<file path="config.mk">
export PLATFORM = sky130hd
export DESIGN_NAME = swt_core
export DESIGN_NICKNAME = d
export VERILOG_FILES = /design/src/hdl/swt_pkg.sv /design/src/hdl/swt_tick_if.sv /design/src/hdl/swt_ls_div.sv /design/src/hdl/swt_prescaler.sv /design/src/hdl/swt_core.sv
export VERILOG_INCLUDE_DIRS = /design/src /design/src/hdl
export SDC_FILE = /design/constraint.sdc
export NUM_CORES = 1
export LEC_CHECK = 0
export BUFFER_PORTS_ARGS = -buffer_cell sky130_fd_sc_hd__buf_2
export CAP_MARGIN = 20
export CORE_MARGIN = 2
export CORE_UTILIZATION = 35
export DETAILED_ROUTE_END_ITERATION = 10
export PLACE_DENSITY_LB_ADDON = 0.2
export SLEW_MARGIN = 10
export SYNTH_ARGS = -nofsm -noshare
export SYNTH_HDL_FRONTEND = slang
export SYNTH_HIERARCHICAL = 1
export SYNTH_SLANG_ARGS = --single-unit
</file>
<file path="constraint.sdc">
create_clock -name ref_clk -period 4.67 [get_ports ref_clk]
set_input_delay 0.2335 -clock ref_clk [delete_from_list [all_inputs] [get_ports ref_clk]]
set_output_delay 0.2335 -clock ref_clk [all_outputs]
set_load 0.02 [all_outputs]
</file>
<file path="src/hdl/swt_defs.svh">
// constants of the self wake-up timer: register indices, field positions,
// reset values and timing figures; included by the divider, prescaler, core and test files
`ifndef SWT_DEFS_SVH
`define SWT_DEFS_SVH

// register indices; the byte address on the bus is four times the index
`define SWT_IDX_RELOAD 10'h086
`define SWT_IDX_CONTROL 10'h08f
`define SWT_IDX_IRQ_EN 10'h090
`define SWT_IDX_IRQ_STATUS 10'h091
`define SWT_IDX_IRQ_MASK 10'h092

// control register fields
`define SWT_CTL_PS_LSB 0
`define SWT_CTL_PS_MSB 2
`define SWT_CTL_RUN_BIT 3
`define SWT_CTL_FLAG_BIT 4

// irq enable register fields
`define SWT_IEN_WAKE_BIT 0
`define SWT_IEN_GLOBAL_BIT 1

// irq status and mask fields
`define SWT_IST_OVF_BIT 0
`define SWT_IST_RELOAD_BUSY_BIT 1

`define SWT_RELOAD_RST 8'h00
`define SWT_CONTROL_RST 8'h00
`define SWT_CNT_TOP 8'hff

// prescale shift per select code, four bits each, code 0 lowest
`define SWT_PS_SHIFT_TABLE 32'hba98_6420

// timer clock period against system clock period
`define SWT_LS_PERIOD_NS 100000
`define SWT_REF_PERIOD_NS 100
`define SWT_LS_DIV (`SWT_LS_PERIOD_NS / `SWT_REF_PERIOD_NS)

`endif

</file>
<file path="src/hdl/swt_pkg.sv">
// types of the self wake-up timer
// assumes swt_defs.svh is compiled alongside
`default_nettype none

package swt_pkg;

    typedef struct packed {
        logic [9:0] cnt;
    } swt_div_t;

    typedef struct packed {
        logic [10:0] cnt;
    } swt_ps_t;

    typedef struct packed {
        logic [7:0] reload;
        logic flag;
        logic run;
        logic [2:0] ps_sel;
        logic [7:0] cnt;
        logic ps_clear;
        logic wake_ien;
        logic glob_ien;
        logic [1:0] ists;
        logic [1:0] imask;
        logic ack;
        logic [31:0] dat;
        logic irq;
        logic wake;
        logic osc_hold;
    } swt_core_t;

endpackage

`default_nettype wire

</file>
<file path="src/hdl/swt_tick_if.sv">
// tick path between the timer core, the timer clock divider and the prescaler
// assumes all three run on ref_clk
`timescale 1ns/1ps
`default_nettype none

interface swt_tick_if;
    logic ls_tick;
    logic clear;
    logic [2:0] sel;
    logic tick_out;

    modport div (output ls_tick);
    modport presc (input ls_tick, input clear, input sel, output tick_out);
    modport core (output clear, output sel, input tick_out);
endinterface

`default_nettype wire

</file>
<file path="src/hdl/swt_ls_div.sv">
// timer clock source: a free-running divider that makes a one-cycle
// enable at the 10 kHz timer rate from ref_clk
// assumes ref_clk at 10 MHz
`timescale 1ns/1ps
`default_nettype none
`include "swt_defs.svh"

module swt_ls_div #(
    parameter int LS_DIV = `SWT_LS_DIV
) (
    input wire logic ref_clk,
    input wire logic resetn,
    swt_tick_if.div tk
);
    localparam logic [9:0] DIV_LAST = 10'(LS_DIV - 1);

    swt_pkg::swt_div_t st_r;
    swt_pkg::swt_div_t st_nxt;

    always_comb begin
        st_nxt = st_r;
        if (st_r.cnt == DIV_LAST) begin
            st_nxt.cnt = 10'h000;
        end else begin
            st_nxt.cnt = st_r.cnt + 10'h001;
        end
    end

    always_ff @(posedge ref_clk or negedge resetn) begin
        if (!resetn) begin
            st_r <= '0;
        end else begin
            st_r <= st_nxt;
        end
    end

    // never stopped: the oscillator stays live through idle and power-down
    assign tk.ls_tick = (st_r.cnt == DIV_LAST);
endmodule

`default_nettype wire

</file>
<file path="src/hdl/swt_prescaler.sv">
// prescaler of the wake timer: passes one timer tick in 1, 4, 16 ... 2048
// assumes ls_tick is a one-cycle enable on ref_clk
`timescale 1ns/1ps
`default_nettype none
`include "swt_defs.svh"

module swt_prescaler (
    input wire logic ref_clk,
    input wire logic resetn,
    swt_tick_if.presc tk
);
    localparam logic [31:0] SHIFT_TABLE = `SWT_PS_SHIFT_TABLE;

    swt_pkg::swt_ps_t st_r;
    swt_pkg::swt_ps_t st_nxt;
    logic [3:0] shift;
    logic [10:0] term;

    assign shift = SHIFT_TABLE[{tk.sel, 2'b00} +: 4];
    assign term = 11'((12'h001 << shift) - 12'h001);

    always_comb begin
        st_nxt = st_r;
        if (tk.clear) begin
            st_nxt.cnt = 11'h000;
        end else if (tk.ls_tick) begin
            if (st_r.cnt >= term) begin
                st_nxt.cnt = 11'h000;
            end else begin
                st_nxt.cnt = st_r.cnt + 11'h001;
            end
        end
    end

    always_ff @(posedge ref_clk or negedge resetn) begin
        if (!resetn) begin
            st_r <= '0;
        end else begin
            st_r <= st_nxt;
        end
    end

    assign tk.tick_out = tk.ls_tick && !tk.clear && (st_r.cnt >= term);
endmodule

`default_nettype wire

</file>
<file path="src/hdl/swt_core.sv">
// self wake-up timer: 8-bit auto-reload up counter on a prescaled 10 kHz
// tick, with its registers on a classic wishbone slave
// assumes ref_clk 10 MHz; cpu power state does not gate this block
`timescale 1ns/1ps
`default_nettype none
`include "swt_defs.svh"

// Operation
// - eight-bit auto-reload up counter fed through a three-bit selectable prescaler
// - prescale codes 000..111 divide by 1,4,16,64,256,512,1024,2048
// - run bit one starts counting, zero halts it
// - rollover from FFH sets overflow flag and reloads the reload byte
// - interrupt while flag set and both wake and global enables set
// - hardware never clears the flag; software clears it writing zero
// - counting continues in idle and power-down
// - only clock is the internal 10 kHz source, kept active while running
// - overflow serves as periodic wake-up and as general timer event
module swt_core #(
    parameter int LS_DIV = `SWT_LS_DIV
) (
    input wire logic ref_clk,
    input wire logic resetn,
    input wire logic wb_cyc_i,
    input wire logic wb_stb_i,
    input wire logic wb_we_i,
    input wire logic [11:0] wb_adr_i,
    input wire logic [3:0] wb_sel_i,
    input wire logic [31:0] wb_dat_i,
    output logic [31:0] wb_dat_o,
    output logic wb_ack_o,
    output logic irq_o,
    output logic wake_o,
    output logic osc_hold_o
);
    swt_tick_if tk();

    swt_pkg::swt_core_t st_r;
    swt_pkg::swt_core_t st_nxt;

    logic req;
    logic wr;
    logic [9:0] idx;
    logic [7:0] wbyte;
    logic [7:0] ctl_rd;
    logic ovf;

    swt_ls_div #(
        .LS_DIV(LS_DIV)
    ) swt_ls_div_inst (
        .ref_clk(ref_clk),
        .resetn(resetn),
        .tk(tk)
    );

    swt_prescaler swt_prescaler_inst (
        .ref_clk(ref_clk),
        .resetn(resetn),
        .tk(tk)
    );

    assign tk.clear = st_r.ps_clear;
    assign tk.sel = st_r.ps_sel;

    // a new request is taken only when no ack is out, giving one idle gap
    assign req = wb_cyc_i && wb_stb_i && !st_r.ack;
    assign wr = req && wb_we_i && wb_sel_i[0];
    assign idx = wb_adr_i[11:2];
    assign wbyte = wb_dat_i[7:0];
    assign ovf = st_r.run && !st_r.ps_clear && tk.tick_out && (st_r.cnt == `SWT_CNT_TOP);

    always_comb begin
        ctl_rd = 8'h00;
        ctl_rd[`SWT_CTL_PS_MSB:`SWT_CTL_PS_LSB] = st_r.ps_sel;
        ctl_rd[`SWT_CTL_RUN_BIT] = st_r.run;
        ctl_rd[`SWT_CTL_FLAG_BIT] = st_r.flag;
    end

    always_comb begin
        st_nxt = st_r;
        st_nxt.ack = req;
        st_nxt.ps_clear = 1'b0;
        st_nxt.wake = 1'b0;

        // counting only while run is set
        if (st_r.run && !st_r.ps_clear && tk.tick_out) begin
            if (ovf) begin
                st_nxt.cnt = st_r.reload;
            end else begin
                st_nxt.cnt = st_r.cnt + 8'h01;
            end
        end

        // register writes
        if (wr) begin
            unique case (idx)
                `SWT_IDX_RELOAD: begin
                    st_nxt.reload = wbyte;
                    // a write while running is flagged in the status, and the new value is still stored
                    if (st_r.run) begin
                        st_nxt.ists[`SWT_IST_RELOAD_BUSY_BIT] = 1'b1;
                    end
                end
                `SWT_IDX_CONTROL: begin
                    st_nxt.ps_sel = wbyte[`SWT_CTL_PS_MSB:`SWT_CTL_PS_LSB];
                    st_nxt.run = wbyte[`SWT_CTL_RUN_BIT];
                    // zero clears, a one leaves the flag alone
                    if (!wbyte[`SWT_CTL_FLAG_BIT]) begin
                        st_nxt.flag = 1'b0;
                    end
                    // fresh start reloads the count and clears the prescaler, not the divider
                    if (wbyte[`SWT_CTL_RUN_BIT] && !st_r.run) begin
                        st_nxt.cnt = st_r.reload;
                        st_nxt.ps_clear = 1'b1;
                    end
                end
                `SWT_IDX_IRQ_EN: begin
                    st_nxt.wake_ien = wbyte[`SWT_IEN_WAKE_BIT];
                    st_nxt.glob_ien = wbyte[`SWT_IEN_GLOBAL_BIT];
                end
                `SWT_IDX_IRQ_STATUS: begin
                    st_nxt.ists = st_nxt.ists & ~wbyte[1:0];
                end
                `SWT_IDX_IRQ_MASK: begin
                    st_nxt.imask = wbyte[1:0];
                end
                default: begin
                end
            endcase
        end

        // hardware sets come after the clears so a coincident event wins
        if (ovf) begin
            // flag lives on ref_clk already, no crossing needed
            st_nxt.flag = 1'b1;
            st_nxt.ists[`SWT_IST_OVF_BIT] = 1'b1;
            st_nxt.wake = 1'b1;
        end
        if (wr && idx == `SWT_IDX_RELOAD && st_r.run) begin
            st_nxt.ists[`SWT_IST_RELOAD_BUSY_BIT] = 1'b1;
        end

        // register reads
        st_nxt.dat = 32'h0000_0000;
        if (req && !wb_we_i) begin
            unique case (idx)
                `SWT_IDX_RELOAD: st_nxt.dat[7:0] = st_r.reload;
                `SWT_IDX_CONTROL: st_nxt.dat[7:0] = ctl_rd;
                `SWT_IDX_IRQ_EN: begin
                    st_nxt.dat[`SWT_IEN_WAKE_BIT] = st_r.wake_ien;
                    st_nxt.dat[`SWT_IEN_GLOBAL_BIT] = st_r.glob_ien;
                end
                `SWT_IDX_IRQ_STATUS: st_nxt.dat[1:0] = st_r.ists;
                `SWT_IDX_IRQ_MASK: st_nxt.dat[1:0] = st_r.imask;
                default: st_nxt.dat = 32'h0000_0000;
            endcase
        end

        // level request from flag and both enables, or masked status
        st_nxt.irq = (st_nxt.flag && st_nxt.wake_ien && st_nxt.glob_ien)
            || |(st_nxt.ists & st_nxt.imask);
        // keep the timer clock alive through low power while running
        // nothing here looks at the cpu power state
        st_nxt.osc_hold = st_nxt.run;
    end

    always_ff @(posedge ref_clk or negedge resetn) begin
        if (!resetn) begin
            st_r <= '0;
            st_r.reload <= `SWT_RELOAD_RST;
        end else begin
            st_r <= st_nxt;
        end
    end

    assign wb_dat_o = st_r.dat;
    assign wb_ack_o = st_r.ack;
    assign irq_o = st_r.irq;
    assign wake_o = st_r.wake;
    assign osc_hold_o = st_r.osc_hold;
endmodule

`default_nettype wire

</file>
After elaboration in Yosys (flattened, before gate mapping)
Index checks and enable logic that the tools add are counted.
Widths: inputs -> output; s select.
Word-level totals
  register bits after elaboration: 84
  input bits: 53
  output and inout bits: 36
  logic and storage cells: 79
Cells by class
  add/subtract/negate cells: 4
  $lt $le $gt $ge: 1
  equal/unequal tests: 7
  shift-type cells: 2
  mux-type cells: 22
  bitwise logic cells: 3
  reductions and logical operators: 24
Operators by type and width (number)
  $eq 10x8->1 const B: 5
  $mux 11: 3
  $shiftx 32x6->4 const A: 1
  $mux 8: 3
  $mux 20: 1
  $logic_and 1x1->1: 15
  $mux 14: 1
  $pmux 6 s2: 1
  $add 11x1->11 const B: 1
  $ge 11x11->1: 1
  $shl 1x4->11 const A: 1
  $sub 11x1->11 const B: 1
  $add 10x1->10 const B: 1
  $eq 10x10->1 const B: 1
  $mux 10: 1
  $pmux 2 s5: 1
  $mux 9: 1
  $add 8x1->8 const B: 1
  $eq 8x8->1 const B: 1
  $mux 1: 7
  $and 2x2->2: 2
  $logic_not 1->1: 4
  $mux 2: 2
  $reduce_and 2->1: 2
  other kinds (5): 5

Depth between registers and ports, before layout
  word-level depth: 16
  depth in mapped cells: 17
  gate-level depth less buffers: 13

Modules after synthesis
Netlist, hierarchy kept.
Modules (own cells, without submodules)
  swt_core: times used 1, cells each 198, area an instance 2149.6 µm², seq. area each 975.9 µm²
  swt_prescaler: times used 1, cells each 113, area an instance 964.7 µm², seq. area each 275.3 µm²
  swt_ls_div: times used 1, cells each 43, area an instance 483.0 µm², seq. area each 250.2 µm²

Worst setup path before layout
Ideal clock, no wire load.
  path kind: reg2reg
  from: register st_r (netlist bit tk.sel[2])
  to: register st_r[47] in the netlist's numbering
  arrival: 2.917 ns
  required time: 4.549 ns
  slack: 1.632 ns
  stages on the path, launching flop included: 17
  period minus slack after synthesis: 3.038 ns
  cell sequence: dfrtp_1 > clkbuf_1 > nor3_1 > inv_1 > ha_1 > nor2b_1 > o21ai_0 > nand3_1 > a32o_2 > buf_6 > buf_12 > nor2_1 > nand3b_4 > nor4_4 > a41o_2 > buf_6 > o21ai_1
RTL lines
  start: declaration: line swt_core.sv:37  | swt_pkg::swt_core_t st_r;
  start signal: assignment: line swt_core.sv:171  | st_r <= st_nxt;

==> load_flow_metrics.sql <==
INSERT INTO impl_metrics (metric_group, metric, value, unit) VALUES
('run_status', 'run_status', 'completed', ''),
('grt', 'total_track_usage', '0.137', ''),
('power_and_ir_drop', 'ir_drop', '0.152', 'mV'),
('floorplan', 'die_y', '105', 'um'),
('floorplan', 'initial_utilization', '0.355', ''),
('yosys', 'synthAdderAreaFrac', '0.0487', ''),
('drt', 'initial_drc_count', '101', ''),
('yosys', 'synthesis.area', '3600', 'um2'),
('floorplan', 'fp.dieArea', '11100', 'um2'),
('power_and_ir_drop', 'power.density_cell_area', '280', 'nW/um2'),
('layout', 'layout_common_cells', 'dfrtp_1 (60), buf_2 (35), nand3_1 (26)', ''),
('timing', 'timing.hold.ws', '0.0486', 'ns'),
('clock_network', 'cts_max_path_buffers', '2', ''),
('critical_path', 'crit-reg2reg-launch', 'tk.sel[2]', ''),
('critical_path', 'worstRegToRegCells', '12', ''),
('drt', 'finalWirelength', '7020', 'um'),
('critical_path', 'timing.critical_path.arrival', '3.58', 'ns'),
('grt', 'grt_antenna_before_repair', '0', ''),
('timing', 'fin_setup_tns', '0', 'ns'),
('power_and_ir_drop', 'comb_power_share', '0.048', ''),
('yosys', 'synth_compound_gate_area_share', '0.126', ''),
('placed_design', 'placement.io_buffers', '35', ''),
('clock_network', 'numCtsBuffers', '9', ''),
('timing', 'hold_viol_final', '0', ''),
('floorplan', 'pin_count', '89', ''),
('layout', 'antenna_cells_inserted', '0', ''),
('power_and_ir_drop', 'power.static_leakage', '1.90', 'nW'),
('clock_network', 'clock_insertion_delay_at_the_later_pin_of_the_skew_report', '0.34', 'ns'),
('timing', 'setup-violations-final', '0', ''),
('yosys', 'avgSynthCellArea', '10.2', 'um2'),
('clock_network', 'ctsRootBufferMaster', 'clkbuf_8', ''),
('yosys', 'post_synth_inst_count', '354', ''),
('timing', 'achievable-frequency', '297', 'MHz'),
('critical_path', 'worst_ep_required_time', '4.89', 'ns'),
('clock_network', 'cts-resized-gates', '0', ''),
('drt', 'count_of_nets_left_with_antenna_violations_after_detail_routing', '0', ''),
('timing', 'period_needed', '3.36', 'ns'),
('floorplan', 'die_width', '105', 'um'),
('critical_path', 'critical_path.startpoint_type', 'register', ''),
('grt', 'vias_in_the_first_global_route', '2481', ''),
('timing', 'finalMaxSlewViolations', '0', ''),
('layout', 'final-seq-area', '1500', 'um2'),
('drt', 'via_count', '2584', ''),
('grt', 'grt.overflow.total', '0', ''),
('drt', 'drc_errors', '0', ''),
('job', 'max_cap_viol_count', '0', ''),
('critical_path', 'reg2reg_to', 'st_r[43]', ''),
('timing', 'fin_ws', '1.31', 'ns'),
('layout', 'mostFrequentLayoutCell', 'dfrtp_1', ''),
('placed_design', 'gp_congestion', '0.804', ''),
('critical_path', 'crit_path_end_kind', 'register', ''),
('layout', 'drive_above_1_share', '0.251', ''),
('placed_design', 'post_dp_hpwl', '4870', 'um'),
('layout', 'stdcell_count', '523', ''),
('placed_design', 'post-place-ws', '1.30', 'ns'),
('yosys', 'synth_seq_area_share', '0.417', ''),
('clock_network', 'cts.reportedPaths.clkPinSlew', '0.07', 'ns'),
('clock_network', 'cts.htree.levels', '3', ''),
('timing', 'maxSlewHeadroom', '0.479', ''),
('layout', 'fillerInstances', '1004', ''),
('timing', 'final_min_period_over_clock_period', '0.720', ''),
('layout', 'multi_input_comb_area', '1800', 'um2'),
('yosys', 'synthXorXnorAreaFrac', '0.0268', ''),
('drt', 'routed_via_density', '4.94', ''),
('yosys', 'ys_dominant_reg_cell', 'dfrtp_1', ''),
('power_and_ir_drop', 'power.clock.fraction', '0.478', ''),
('drt', 'dr.pass1.iters', '4', ''),
('timing', 'setup_repair_after_global_routing_missed_its_margin', 'false', ''),
('yosys', 'synth-seq-cells', '60', ''),
('critical_path', 'worstPathMaxFanout', '19', ''),
('placed_design', 'placed_cells_incl_taps', '507', '');
==> sequential cells by signal (all words and copies together), names as in the netlist <==
register and cells:
wb_ack_o 1, swt_prescaler_inst/st_r 11, tk.clear 1, osc_hold_o 1, wb_dat_o 8, ctl_rd 1, irq_o 1, swt_ls_div_inst/st_r 10
st_r 22, wake_o 1, tk.sel 3
==> metal layers <==
layer / wire, um / vias to the layer above / track usage
met3: 295 / 9 / 0.0421
met2: 3130 / 53 / 0.207
met5: 0 / - / 0
met1: 3480 / 1245 / 0.185
li1: - / 1277 / -
met4: 110 / 0 / 0.0476
==> worst max path at each step <==
stage / from / end / slack [ns] / depth (start not counted)
floorplan: tk.sel[2] / st_r[47] / 1.63 / 16
global placement: tk.sel[1] / st_r[49] / 1.30 / 13
detailed placement: tk.sel[1] / st_r[49] / 1.30 / 13
CTS: tk.sel[1] / st_r[43] / 1.29 / 12
global route: tk.sel[2] / st_r[49] / 0.96 / 13
finish: tk.sel[2] / st_r[43] / 1.31 / 12
==> Yosys cell counts (4+ instances only) <==
cell type	count	area share
nand3_1	26	0.036
buf_4	32	0.067
a31oi_1	8	0.014
a22oi_1	8	0.017
nand4b_1	4	0.0097
and3_1	11	0.019
ha_1	14	0.049
buf_2	4	0.0056
nor2_1	17	0.018
dfrtp_1	60	0.42
buf_6	4	0.013
o21ai_0	9	0.013
inv_1	13	0.014
mux2_2	16	0.050
xor2_1	5	0.012
nor2b_1	7	0.012
a21oi_1	17	0.024
nand2_1	25	0.026
xnor2_1	6	0.015
==> power groups by stage <==
stage | Sequential [mW] | Clock (mW) | Combinational, mW
floorplan | 0.532 | 0 | 0.0425
global placement | 0.531 | 0 | 0.0530
detailed placement | 0.531 | 0 | 0.0534
CTS | 0.521 | 0.541 | 0.0535
global route | 0.521 | 0.568 | 0.0588
finish | 0.521 | 0.525 | 0.0522
==> critical path, stage by stage (launching register included) <==
cell,delay (ns)
dfrtp_1,0.49
nor3_1,0.28
inv_1,0.07
ha_1,0.28
nor2b_1,0.04
o21ai_0,0.15
nand3_1,0.10
a32o_2,0.39
nor2_1,0.26
nand3b_4,0.15
nor4_4,0.59
a41o_2,0.33
o21ai_0,0.12
==> area by class of cell <==
type / count / share of cell area
Clock buffer: 11 / 0.0360
Multi-Input combinational cell: 261 / 0.458
Timing Repair Buffer: 37 / 0.0484
Clock inverter: 5 / 0.0191
Inverter: 13 / 0.0124
Tap cell: 136 / 0.0433
Sequential cell: 60 / 0.382
==> logic make-up after synthesis <==
kind of cell               Yosys count
buffers and inverters               56
other                                1
AOI/OAI and AO/OA                   64
and+or+nand+nor                    131
muxes                               17
adders and majority gates           14
xor gates and xnor gates            11
DFF                                 60
Power figures use the tool's default switching activity.
